File: src/inc/sps_pkg.sv
// package: constants and types shared by the sdram device model and controller
`default_nettype none
package sps_pkg;
   // command encodings {cs_n, ras_n, cas_n, we_n}
   localparam logic [3:0] CMD_NOP = 4'b0111;
   localparam logic [3:0] CMD_ACT = 4'b0011;
   localparam logic [3:0] CMD_RD = 4'b0101;
   localparam logic [3:0] CMD_WR = 4'b0100;
   localparam logic [3:0] CMD_PRE = 4'b0010;
   localparam logic [3:0] CMD_REF = 4'b0001;
   localparam logic [3:0] CMD_BST = 4'b0110;
   localparam logic [3:0] CMD_MRS = 4'b0000;
   // address field positions
   localparam int ADDR_W = 13;
   localparam int ALL_BANK_BIT = 10;
   localparam int AP_BIT = 10;
   localparam int WBM_BIT = 9;
   localparam int COL_W = 10;
   // timing
   localparam int CLK_PERIOD_NS = 25;
   localparam int PRECHARGE_TIME_NS = 20;
   localparam int PRECHARGE_CYC = (PRECHARGE_TIME_NS + CLK_PERIOD_NS - 1)
                                  / CLK_PERIOD_NS;
   localparam int WRITE_RECOVERY_NS = 15;
   localparam int WRITE_RECOVERY_CYC = (WRITE_RECOVERY_NS + CLK_PERIOD_NS - 1)
                                       / CLK_PERIOD_NS + 1;
   localparam int DS_EXIT_NOP_US = 100;
   localparam int DS_EXIT_CYC = (DS_EXIT_NOP_US * 1000 + CLK_PERIOD_NS - 1)
                                / CLK_PERIOD_NS;
   localparam int REFRESH_PERIOD_MS = 64;
   localparam int REFRESH_PERIOD_CYC = REFRESH_PERIOD_MS * 1000000
                                       / CLK_PERIOD_NS;
   localparam int EXIT_REFRESHES = 2;
   localparam int READ_LATENCY = 2;
   localparam int BURST_LENGTH = 4;
   // avalon register offsets (controller)
   localparam logic [3:0] REG_CMD = 4'h0;
   localparam logic [3:0] REG_ADDR = 4'h4;
   localparam logic [3:0] REG_WDATA = 4'h8;
   localparam logic [3:0] REG_STATUS = 4'hc;
   localparam logic [3:0] REG_RDATA = 4'h0;
   // controller operation codes in REG_CMD[3:0]
   localparam logic [3:0] OP_ACT = 4'h1;
   localparam logic [3:0] OP_RD = 4'h2;
   localparam logic [3:0] OP_WR = 4'h3;
   localparam logic [3:0] OP_PRE = 4'h4;
   localparam logic [3:0] OP_REF = 4'h5;
   localparam logic [3:0] OP_PD = 4'h6;
   localparam logic [3:0] OP_WAKE = 4'h7;
   localparam logic [3:0] OP_DS = 4'h8;
   localparam logic [3:0] OP_NOP = 4'h9;
   localparam logic [3:0] OP_SUSP = 4'ha;
   localparam logic [3:0] OP_MODE = 4'hb;
   // per-bank state
   typedef enum logic [1:0] {
      BK_IDLE = 2'b00,
      BK_ACTIVE = 2'b01,
      BK_READ = 2'b10,
      BK_WRITE = 2'b11
   } sps_bank_e;
   // device power state
   typedef enum logic [1:0] {
      PW_RUN = 2'b00,
      PW_DOWN = 2'b01,
      PW_SUSP = 2'b10,
      PW_DEEP = 2'b11
   } sps_pwr_e;
endpackage
`default_nettype wire

File: src/inc/sps_if.sv
// interface: sdram pins between controller and device
`default_nettype none
interface sps_if #(parameter int DW = 16);
   logic cke;
   logic cs_n;
   logic ras_n;
   logic cas_n;
   logic we_n;
   logic [1:0] bank_sel;
   logic [12:0] addr;
   logic dqm;
   logic [DW-1:0] dq_to_dev;
   logic [DW-1:0] dq_from_dev;
   logic dq_oe_n;
   modport ctrl (output cke, cs_n, ras_n, cas_n, we_n, bank_sel, addr, dqm,
                 dq_to_dev, input dq_from_dev, dq_oe_n);
   modport dev (input cke, cs_n, ras_n, cas_n, we_n, bank_sel, addr, dqm,
                dq_to_dev, output dq_from_dev, dq_oe_n);
endinterface
`default_nettype wire

File: src/design/sps_device.sv
// design: four-bank sdram device, precharge, power states and auto-precharge
// Overview of operation
// precharge closes one bank or all banks
// precharged bank idle, activate after precharge time
// low clock enable with nop enters power-down
// power-down precharge variant or active variant
// powered down: buffers off, no refresh
// controller limits power-down to 64 ms; the code only sets pd_overrun_r, power-down goes on
// nop with clock enable high exits power-down
// deep sleep entry: idle, cke low, burst-stop
// deep sleep loses memory array contents
// controller holds clock enable low in deep sleep
// clock stable before raising clock enable
// deep sleep exit: 100 us nop, precharge, refreshes
// mode registers kept across deep sleep
// cke low during burst enters clock suspend
// suspended edges ignored, outputs held, counters hold
// cke high resumes internal clock next edge
// write-burst mode bit makes single writes
// other-bank access during auto-precharge allowed
// read interrupts auto-precharge read, latency later
// write interrupts auto-precharge read, mask early
// read interrupts auto-precharge write, recovery from read
// write interrupts auto-precharge write, recovery from write
// power-down exit leaves banks idle next edge
// per-bank state decides power-down or suspend
//
// The Avalon-MM slave port and the placing of the registers are this design's own decisions.
`default_nettype none
module sps_device #(
   parameter int DW = 16,
   parameter int MEM_WORDS = 64
) (
   // clock and reset
   input wire logic ref_clk,
   input wire logic nrst,
   // sdram pins
   sps_if.dev pins,
   // observation
   output logic [1:0] pwr_state,
   output logic [7:0] bank_state,
   output logic power_down_active,
   output logic array_lost
);
   localparam int AW = $clog2(MEM_WORDS);
   localparam int PW = 4;
   logic [DW-1:0] mem [MEM_WORDS];
   sps_pkg::sps_bank_e bank_r [4];
   logic [3:0] ap_r;
   logic [PW-1:0] pre_cnt_r [4];
   logic [PW-1:0] wr_cnt_r [4];
   logic [12:0] mode_r;
   sps_pkg::sps_pwr_e pwr_r;
   logic cke_d_r;
   logic [1:0] burst_bank_r;
   logic [2:0] burst_left_r;
   logic [AW-1:0] col_r;
   logic rd_burst_r;
   logic wr_burst_r;
   logic [DW-1:0] rd_pipe_r [sps_pkg::READ_LATENCY];
   logic [sps_pkg::READ_LATENCY-1:0] rd_vld_r;
   logic [sps_pkg::READ_LATENCY-1:0] dqm_pipe_r;
   logic dq_oe_n_r;
   logic [DW-1:0] dq_out_r;
   logic lost_r;
   logic [3:0] cmd;
   logic run;
   logic any_active;
   logic any_burst;
   always_comb begin
      cmd = {pins.cs_n, pins.ras_n, pins.cas_n, pins.we_n};
      if (pins.cs_n) begin
         cmd = sps_pkg::CMD_NOP;
      end
      any_active = 1'b0;
      for (int b = 0; b < 4; b++) begin
         if (bank_r[b] != sps_pkg::BK_IDLE || pre_cnt_r[b] != '0) begin
            any_active = 1'b1;
         end
      end
      any_burst = rd_burst_r | wr_burst_r | (|rd_vld_r);
      // commands are registered only at unsuspended edges in run state
      run = (pwr_r == sps_pkg::PW_RUN) && pins.cke && cke_d_r;
   end
   // power state tracking
   always_ff @(posedge ref_clk) begin
      if (!nrst) begin
         pwr_r <= sps_pkg::PW_RUN;
         cke_d_r <= 1'b1;
         lost_r <= 1'b0;
      end else begin
         cke_d_r <= pins.cke;
         case (pwr_r)
            sps_pkg::PW_RUN: begin
               if (!pins.cke && any_burst) begin
                  pwr_r <= sps_pkg::PW_SUSP;
               end else if (!pins.cke && !any_active
                            && cmd == sps_pkg::CMD_BST) begin
                  pwr_r <= sps_pkg::PW_DEEP;
                  lost_r <= 1'b1;
               end else if (!pins.cke && cmd == sps_pkg::CMD_NOP) begin
                  pwr_r <= sps_pkg::PW_DOWN;
               end
            end
            sps_pkg::PW_DOWN: begin
               if (pins.cke && cmd == sps_pkg::CMD_NOP) begin
                  pwr_r <= sps_pkg::PW_RUN;
               end
            end
            sps_pkg::PW_SUSP: begin
               if (pins.cke) begin
                  pwr_r <= sps_pkg::PW_RUN;
               end
            end
            sps_pkg::PW_DEEP: begin
               if (pins.cke) begin
                  pwr_r <= sps_pkg::PW_RUN;
               end
            end
            default: pwr_r <= sps_pkg::PW_RUN;
         endcase
      end
   end
   // mode register survives deep sleep: no reset path other than nrst
   always_ff @(posedge ref_clk) begin
      if (!nrst) begin
         mode_r <= '0;
      end else if (run && cmd == sps_pkg::CMD_MRS) begin
         mode_r <= pins.addr;
      end
   end
   // per-bank state, precharge and write recovery counters
   always_ff @(posedge ref_clk) begin
      if (!nrst) begin
         for (int b = 0; b < 4; b++) begin
            bank_r[b] <= sps_pkg::BK_IDLE;
            pre_cnt_r[b] <= '0;
            wr_cnt_r[b] <= '0;
         end
         ap_r <= '0;
      end else if (pwr_r == sps_pkg::PW_DEEP) begin
         for (int b = 0; b < 4; b++) begin
            bank_r[b] <= sps_pkg::BK_IDLE;
         end
      end else if (run) begin
         for (int b = 0; b < 4; b++) begin
            if (pre_cnt_r[b] != '0) begin
               pre_cnt_r[b] <= pre_cnt_r[b] - 1'b1;
            end
            if (wr_cnt_r[b] != '0) begin
               wr_cnt_r[b] <= wr_cnt_r[b] - 1'b1;
               if (wr_cnt_r[b] == PW'(1)) begin
                  bank_r[b] <= sps_pkg::BK_IDLE;
                  pre_cnt_r[b] <= PW'(sps_pkg::PRECHARGE_CYC);
               end
            end
         end
         case (cmd)
            sps_pkg::CMD_PRE: begin
               for (int b = 0; b < 4; b++) begin
                  if (pins.addr[sps_pkg::ALL_BANK_BIT]
                      || pins.bank_sel == 2'(b)) begin
                     bank_r[b] <= sps_pkg::BK_IDLE;
                     ap_r[b] <= 1'b0;
                     pre_cnt_r[b] <= PW'(sps_pkg::PRECHARGE_CYC);
                  end
               end
            end
            sps_pkg::CMD_ACT: begin
               if (pre_cnt_r[pins.bank_sel] == '0) begin
                  bank_r[pins.bank_sel] <= sps_pkg::BK_ACTIVE;
               end
            end
            sps_pkg::CMD_RD, sps_pkg::CMD_WR: begin
               // other bank running auto-precharge is interrupted
               for (int b = 0; b < 4; b++) begin
                  if (ap_r[b] && 2'(b) != pins.bank_sel
                      && wr_cnt_r[b] == '0) begin
                     ap_r[b] <= 1'b0;
                     if (bank_r[b] == sps_pkg::BK_READ) begin
                        bank_r[b] <= sps_pkg::BK_IDLE;
                        pre_cnt_r[b] <= PW'(sps_pkg::PRECHARGE_CYC);
                     end else begin
                        wr_cnt_r[b] <= PW'(sps_pkg::WRITE_RECOVERY_CYC);
                     end
                  end
               end
               if (bank_r[pins.bank_sel] != sps_pkg::BK_IDLE) begin
                  bank_r[pins.bank_sel] <= (cmd == sps_pkg::CMD_RD)
                     ? sps_pkg::BK_READ : sps_pkg::BK_WRITE;
                  ap_r[pins.bank_sel] <= pins.addr[sps_pkg::AP_BIT];
               end
            end
            default: begin
               if (!any_burst) begin
                  for (int b = 0; b < 4; b++) begin
                     if (bank_r[b] == sps_pkg::BK_READ
                         || bank_r[b] == sps_pkg::BK_WRITE) begin
                        bank_r[b] <= ap_r[b] ? sps_pkg::BK_IDLE
                                             : sps_pkg::BK_ACTIVE;
                        if (ap_r[b]) begin
                           pre_cnt_r[b] <= PW'(sps_pkg::PRECHARGE_CYC);
                        end
                        ap_r[b] <= 1'b0;
                     end
                  end
               end
            end
         endcase
      end
   end
   // burst engine; counters freeze while suspended
   always_ff @(posedge ref_clk) begin
      if (!nrst) begin
         rd_burst_r <= 1'b0;
         wr_burst_r <= 1'b0;
         burst_left_r <= '0;
         burst_bank_r <= '0;
         col_r <= '0;
      end else if (run) begin
         if ((cmd == sps_pkg::CMD_RD || cmd == sps_pkg::CMD_WR)
             && bank_r[pins.bank_sel] != sps_pkg::BK_IDLE) begin
            rd_burst_r <= (cmd == sps_pkg::CMD_RD);
            wr_burst_r <= (cmd == sps_pkg::CMD_WR)
                          && !mode_r[sps_pkg::WBM_BIT];
            burst_bank_r <= pins.bank_sel;
            burst_left_r <= 3'(sps_pkg::BURST_LENGTH - 1);
            col_r <= AW'(pins.addr[AW-1:0] + 1'b1);
         end else if (cmd == sps_pkg::CMD_BST || cmd == sps_pkg::CMD_PRE
                      || burst_left_r == 3'd1) begin
            rd_burst_r <= 1'b0;
            wr_burst_r <= 1'b0;
            burst_left_r <= '0;
         end else if (burst_left_r != '0) begin
            burst_left_r <= burst_left_r - 1'b1;
            col_r <= col_r + 1'b1;
         end
      end
   end
   // array writes: first beat with the command, later beats from the burst
   always_ff @(posedge ref_clk) begin
      if (run && !pins.dqm) begin
         if (cmd == sps_pkg::CMD_WR
             && bank_r[pins.bank_sel] != sps_pkg::BK_IDLE) begin
            mem[pins.addr[AW-1:0]] <= pins.dq_to_dev;
         end else if (wr_burst_r && cmd == sps_pkg::CMD_NOP) begin
            mem[col_r] <= pins.dq_to_dev;
         end
      end
   end
   // read pipeline, read_latency stages; frozen during suspend
   always_ff @(posedge ref_clk) begin
      if (!nrst) begin
         rd_vld_r <= '0;
         dqm_pipe_r <= '0;
         dq_oe_n_r <= 1'b1;
         dq_out_r <= '0;
         for (int i = 0; i < sps_pkg::READ_LATENCY; i++) begin
            rd_pipe_r[i] <= '0;
         end
      end else if (pwr_r == sps_pkg::PW_DOWN || pwr_r == sps_pkg::PW_DEEP) begin
         dq_oe_n_r <= 1'b1;
         rd_vld_r <= '0;
      end else if (run) begin
         rd_vld_r <= {rd_vld_r[sps_pkg::READ_LATENCY-2:0],
                      (cmd == sps_pkg::CMD_RD) || (rd_burst_r
                      && cmd == sps_pkg::CMD_NOP)};
         dqm_pipe_r <= {dqm_pipe_r[sps_pkg::READ_LATENCY-2:0], pins.dqm};
         rd_pipe_r[0] <= (cmd == sps_pkg::CMD_RD)
                         ? mem[pins.addr[AW-1:0]] : mem[col_r];
         for (int i = 1; i < sps_pkg::READ_LATENCY; i++) begin
            rd_pipe_r[i] <= rd_pipe_r[i-1];
         end
         // write registered cuts read data at once
         dq_oe_n_r <= !(rd_vld_r[sps_pkg::READ_LATENCY-1]
                        && !dqm_pipe_r[sps_pkg::READ_LATENCY-1]
                        && cmd != sps_pkg::CMD_WR);
         dq_out_r <= rd_pipe_r[sps_pkg::READ_LATENCY-1];
      end
   end
   // observation outputs
   always_ff @(posedge ref_clk) begin
      if (!nrst) begin
         pwr_state <= sps_pkg::PW_RUN;
         bank_state <= '0;
         power_down_active <= 1'b0;
         array_lost <= 1'b0;
      end else begin
         pwr_state <= pwr_r;
         bank_state <= {bank_r[3], bank_r[2], bank_r[1], bank_r[0]};
         power_down_active <= (pwr_r == sps_pkg::PW_DOWN) && any_active;
         array_lost <= lost_r;
      end
   end
   assign pins.dq_from_dev = dq_out_r;
   assign pins.dq_oe_n = dq_oe_n_r;
endmodule // sps_device
`default_nettype wire

File: src/flat_wrapper.sv
// flat-port wrapper written by rule: the top's interface ports become plain ports
module sps_device_flat 
#(
   parameter int DW = 16,
   parameter int MEM_WORDS = 64
)
  (ref_clk, nrst, pwr_state, bank_state, power_down_active, array_lost, pins_cke, pins_cs_n, pins_ras_n, pins_cas_n, pins_we_n, pins_bank_sel, pins_addr, pins_dqm, pins_dq_to_dev, pins_dq_from_dev, pins_dq_oe_n);
  sps_if #(.DW(DW)) pins_i ();
  input wire logic ref_clk;
  input wire logic nrst;
  output logic [1:0] pwr_state;
  output logic [7:0] bank_state;
  output logic power_down_active;
  output logic array_lost;
  input wire logic [$bits(pins_i.cke)-1:0] pins_cke;
  input wire logic [$bits(pins_i.cs_n)-1:0] pins_cs_n;
  input wire logic [$bits(pins_i.ras_n)-1:0] pins_ras_n;
  input wire logic [$bits(pins_i.cas_n)-1:0] pins_cas_n;
  input wire logic [$bits(pins_i.we_n)-1:0] pins_we_n;
  input wire logic [$bits(pins_i.bank_sel)-1:0] pins_bank_sel;
  input wire logic [$bits(pins_i.addr)-1:0] pins_addr;
  input wire logic [$bits(pins_i.dqm)-1:0] pins_dqm;
  input wire logic [$bits(pins_i.dq_to_dev)-1:0] pins_dq_to_dev;
  output wire logic [$bits(pins_i.dq_from_dev)-1:0] pins_dq_from_dev;
  output wire logic [$bits(pins_i.dq_oe_n)-1:0] pins_dq_oe_n;
  assign pins_i.cke = pins_cke;
  assign pins_i.cs_n = pins_cs_n;
  assign pins_i.ras_n = pins_ras_n;
  assign pins_i.cas_n = pins_cas_n;
  assign pins_i.we_n = pins_we_n;
  assign pins_i.bank_sel = pins_bank_sel;
  assign pins_i.addr = pins_addr;
  assign pins_i.dqm = pins_dqm;
  assign pins_i.dq_to_dev = pins_dq_to_dev;
  assign pins_dq_from_dev = pins_i.dq_from_dev;
  assign pins_dq_oe_n = pins_i.dq_oe_n;
  sps_device #(.DW(DW), .MEM_WORDS(MEM_WORDS)) u_core (.ref_clk(ref_clk), .nrst(nrst), .pins(pins_i), .pwr_state(pwr_state), .bank_state(bank_state), .power_down_active(power_down_active), .array_lost(array_lost));
endmodule
File: config.mk
export PLATFORM = sky130hd
export DESIGN_NAME = sps_device_flat
export DESIGN_NICKNAME = d
export VERILOG_FILES = /design/src/inc/sps_pkg.sv /design/src/inc/sps_if.sv /design/src/design/sps_device.sv /design/src/flat_wrapper.sv
export SDC_FILE = /design/constraint.sdc
export NUM_CORES = 1
export LEC_CHECK = 0
export BUFFER_PORTS_ARGS = -buffer_cell sky130_fd_sc_hd__buf_2
export CORE_ASPECT_RATIO = 1.75
export CORE_MARGIN = 2
export CORE_UTILIZATION = 50
export DETAILED_ROUTE_END_ITERATION = 12
export PLACE_DENSITY = 0.74
export SETUP_SLACK_MARGIN = 0.4
export SKIP_CTS_REPAIR_TIMING = 1
export SYNTH_ARGS = -nofsm -noshare
export SYNTH_HDL_FRONTEND = slang
export SYNTH_SLANG_ARGS = --single-unit
export TNS_END_PERCENT = 20
File: constraint.sdc
create_clock -name ref_clk -period 6.87 [get_ports ref_clk]
set_input_delay 0.3435 -clock ref_clk [delete_from_list [all_inputs] [get_ports ref_clk]]
set_output_delay 0.3435 -clock ref_clk [all_outputs]
set_load 0.02 [all_outputs]
==> metrics <==
FF-to-FF End=u_core.mem[20][7]; EDFF count, synth=1,068; RSZ-0062 raised after global routing=no; Hold Path Depth=3; Worst Path Class, Setup=register to register; CTS root buf=clkbuf_16; design area=59,300 um2; CP Max Fanout=53; Die Wd=252 um; Starting Density=50.3%; Gate power share=8.3%; Data arrival, critical path=4.92 ns; skew final=0.0255 ns; Placed Area=56,100 um2; CTS tree=built; Crit-path slowest cell=nor2_2; routed vias/inst=7.11; CP delay by family, top=simple AND/OR/NAND/NOR gates; fin crit period=4.59 ns; final period utilization=66.8%; ANT nets after route=0; GP Congestion=0.995; Power Internal=11,200 uW; Max Cap Violations=0; Mapped Area=53,900 um2; synthesis-to-finish area growth=9.99%; Synth cell types=73; CTS sink count=1,155; Req. time, crit path=7.20 ns; Post-Synthesis Cells=3,295; status=finished clean; Crit. End Element=register; final hold vios=0; VDD IR max=0.192 mV; Hold Crit Class=input port to register; # IOs=68; Final HPWL DP=106,000 um; largest net degree at the start of global routing=132; antenna violations before repair=13; All-Layer GR Usage=30.4%; sw power=3420 uW; sequential element share of the synthesized area=62.7%; power per cell area=246 nW/um2; largest area contributor in the netlist=edfxtp_1; Slew Viols, Final=0; total gr overflow=0; Final TNS setup=0 ns; Port Buffer Count=62; P_leak=0.0186 uW; Reg power frac=53.6%; hold path endpoint=u_core.wr_cnt_r[0][3]; max incr delay on CP=0.98 ns; ys flop type=edfxtp_1; cts bufs inserted=98; Iteration-0 DRC Markers=4,133; hold_sp=nrst; drt total wl=169,000 um; via count=34,200; f_max=218 MHz; CP startpoint kind=register; drc violations=0; vias in the first global route=34,200; Synth Area per Inst=16.4 um2; synth warn=0; Layout Nets=3,415; worst slew pin tran=1.33 ns; relative slew slack=10.5%; worst path bufs/invs=1; core area=107,000 um2; Skew-Pair Late Insertion Delay=0.73 ns; WP depth=7; Synth Net Count=3,355; first-pass GRT wire length=237,000 um; WL/cell=35.1 um; Worst Reg-to-Reg Cells=7; Sw Share=23.4%; Rows=159; clock network fraction of total power=38.1%; Yosys top cell area share=59.5%; Die ar.=111,000 um2; detailed-router iteration count before antenna repair=6; Setup Viol. Count Final=0; Die Ht=438 um; crit path cell chain=nor4bb_4, buf_4, nand4b_1, or4_1, o31ai_1, nand2_1, nor2_2; Post-synth ARST share=0%; Reg clk slew, reported paths=0.07 ns; worst r2r src=u_core.pwr_r[0]; layout cells sized above 1=23.0%; maximum clock insertion buffer count=3; reg2reg setup slack=2.28 ns; H-tree Lvls=3; top cells by area, synth=edfxtp_1 59%, mux4_2 16%, mux2i_1 6.1%; synthesized flop and latch total=1,155
worst reg2reg max path, delay by kind of cell, from the launching register on:
family | cells | cell delay, ns
simple gates | 5 | 3.15
flops | 1 | 0.42
compound gates | 1 | 0.10
buf+inv | 1 | 0.51
synthesized netlist by cell type (20+ instances only):
cell         n
nor2_1     159
buf_1       32
nor3_1      22
dfxtp_1     87
mux4_2     383
nand3_1     56
edfxtp_1  1068
mux2i_1    328
ha_1        21
o22ai_1     45
a211oi_1    27
buf_2       63
o221ai_1    49
a22oi_1    121
nand2_1    190
o21ai_0     44
a21oi_1    104
inv_1       31
clkbuf_1   123
nor2b_1     20
power by group through the flow:
stage / combinational (uW) / sequential [uW] / clock [uW]
3_5_place_dp: 1190 / 7980 / 0
6_report: 1220 / 7830 / 5570
4_1_cts: 1190 / 7830 / 5580
2_1_floorplan: 738 / 7960 / 0
3_3_place_gp: 1170 / 7980 / 0
5_1_grt: 1280 / 7840 / 5840
registers in the layout (all words and copies together) (netlist names), named ones only:
name                      flops
u_core.mem                 1024
u_core.rd_pipe_r             32
u_core.pins.dq_from_dev      16
u_core.pre_cnt_r             16
u_core.wr_cnt_r              16
u_core.bank_r                 8
u_core.bank_state             8
u_core.col_r                  6
u_core.ap_r                   4
u_core.burst_left_r           3
u_core.dqm_pipe_r             2
u_core.pwr_r                  2
u_core.pwr_state              2
u_core.rd_vld_r               2
u_core.array_lost             1
u_core.cke_d_r                1
u_core.lost_r                 1
u_core.mode_r                 1
u_core.pins.dq_oe_n           1
u_core.power_down_active      1
u_core.rd_burst_r             1
u_core.wr_burst_r             1
cell type report:
class / count / area, um2
Inverter: 33 / 124
Fill cell: 8111 / 47900
Timing Repair Buffer: 193 / 1390
Clock inverter: 59 / 483
Tap cell: 1368 / 1710
Sequential cell: 1155 / 33800
Multi-Input combinational cell: 1874 / 19100
Antenna cell: 4 / 10.0
Clock buffer: 119 / 2660
routing by layer:
layer / vias to the layer above / track usage, % / part of all wire (%)
met5: - / 0 / 0.066
met4: 16 / 26.6 / 10
met3: 662 / 6.82 / 9.5
met2: 2290 / 50.6 / 50
met1: 17500 / 32.5 / 31
li1: 13700 / - / -
layout by cell type, fill, tap and decap left out, drive strengths merged, types with 19 or more instances in the layout:
cell,instances
edfxtp,1068
ha,21
a211oi,27
clkbuf,119
o22ai,45
o221ai,49
dfxtp,87
and3,19
clkinv,43
and2,19
inv,35
a22oi,121
nand2,190
o21ai,45
nor2b,20
nor2,159
mux4,383
nand3,56
buf,190
nor3,23
mux2i,328
a21oi,105
kinds of logic (layout without fill, tap and decap cells):
| group | Yosys count | in the layout | share of synthesized area (%) |
|---|---|---|---|
| flip-flops | 1155 | 1155 | 62.7 |
| XOR/XNOR | 18 | 18 | 0.292 |
| buffers and inverters | 266 | 404 | 2.10 |
| other | 0 | 4 | 0 |
| AO/OA/AOI/OAI | 512 | 512 | 6.64 |
| AND/OR/NAND/NOR | 595 | 595 | 5.35 |
| adder cells (fa/ha/maj) | 21 | 21 | 0.487 |
| multiplexers | 728 | 728 | 22.4 |
worst max-delay path by stage:
stage                                start                 end  slack [ns]
final                      u_core.pwr_r[0]   u_core.mem[20][7]        2.28
after global placement            pins_cke   u_core.mem[20][0]        2.41
after global routing       u_core.pwr_r[0]  u_core.mem[20][13]        2.08
after CTS                  u_core.pwr_r[0]   u_core.mem[20][7]        2.35
after detailed placement          pins_cke   u_core.mem[20][2]        2.37
after floorplan           pins_bank_sel[1]   u_core.mem[49][0]        3.82
metrics by stage:
stage	std cells	total power, uW	utilization (%)	setup slack (ns)	hold slack [ns]
2_1_floorplan	3295	8700	-	3.82	0.431
3_3_place_gp	4620	9150	52.4	2.41	0.440
3_5_place_dp	4620	9170	52.4	2.37	0.446
4_1_cts	4798	14600	55.3	2.35	-0.161
5_1_grt	4802	15000	55.3	2.08	0.112
6_report	4805	14600	55.3	2.28	0.114
No activity file was read; power rests on OpenSTA's default activity.
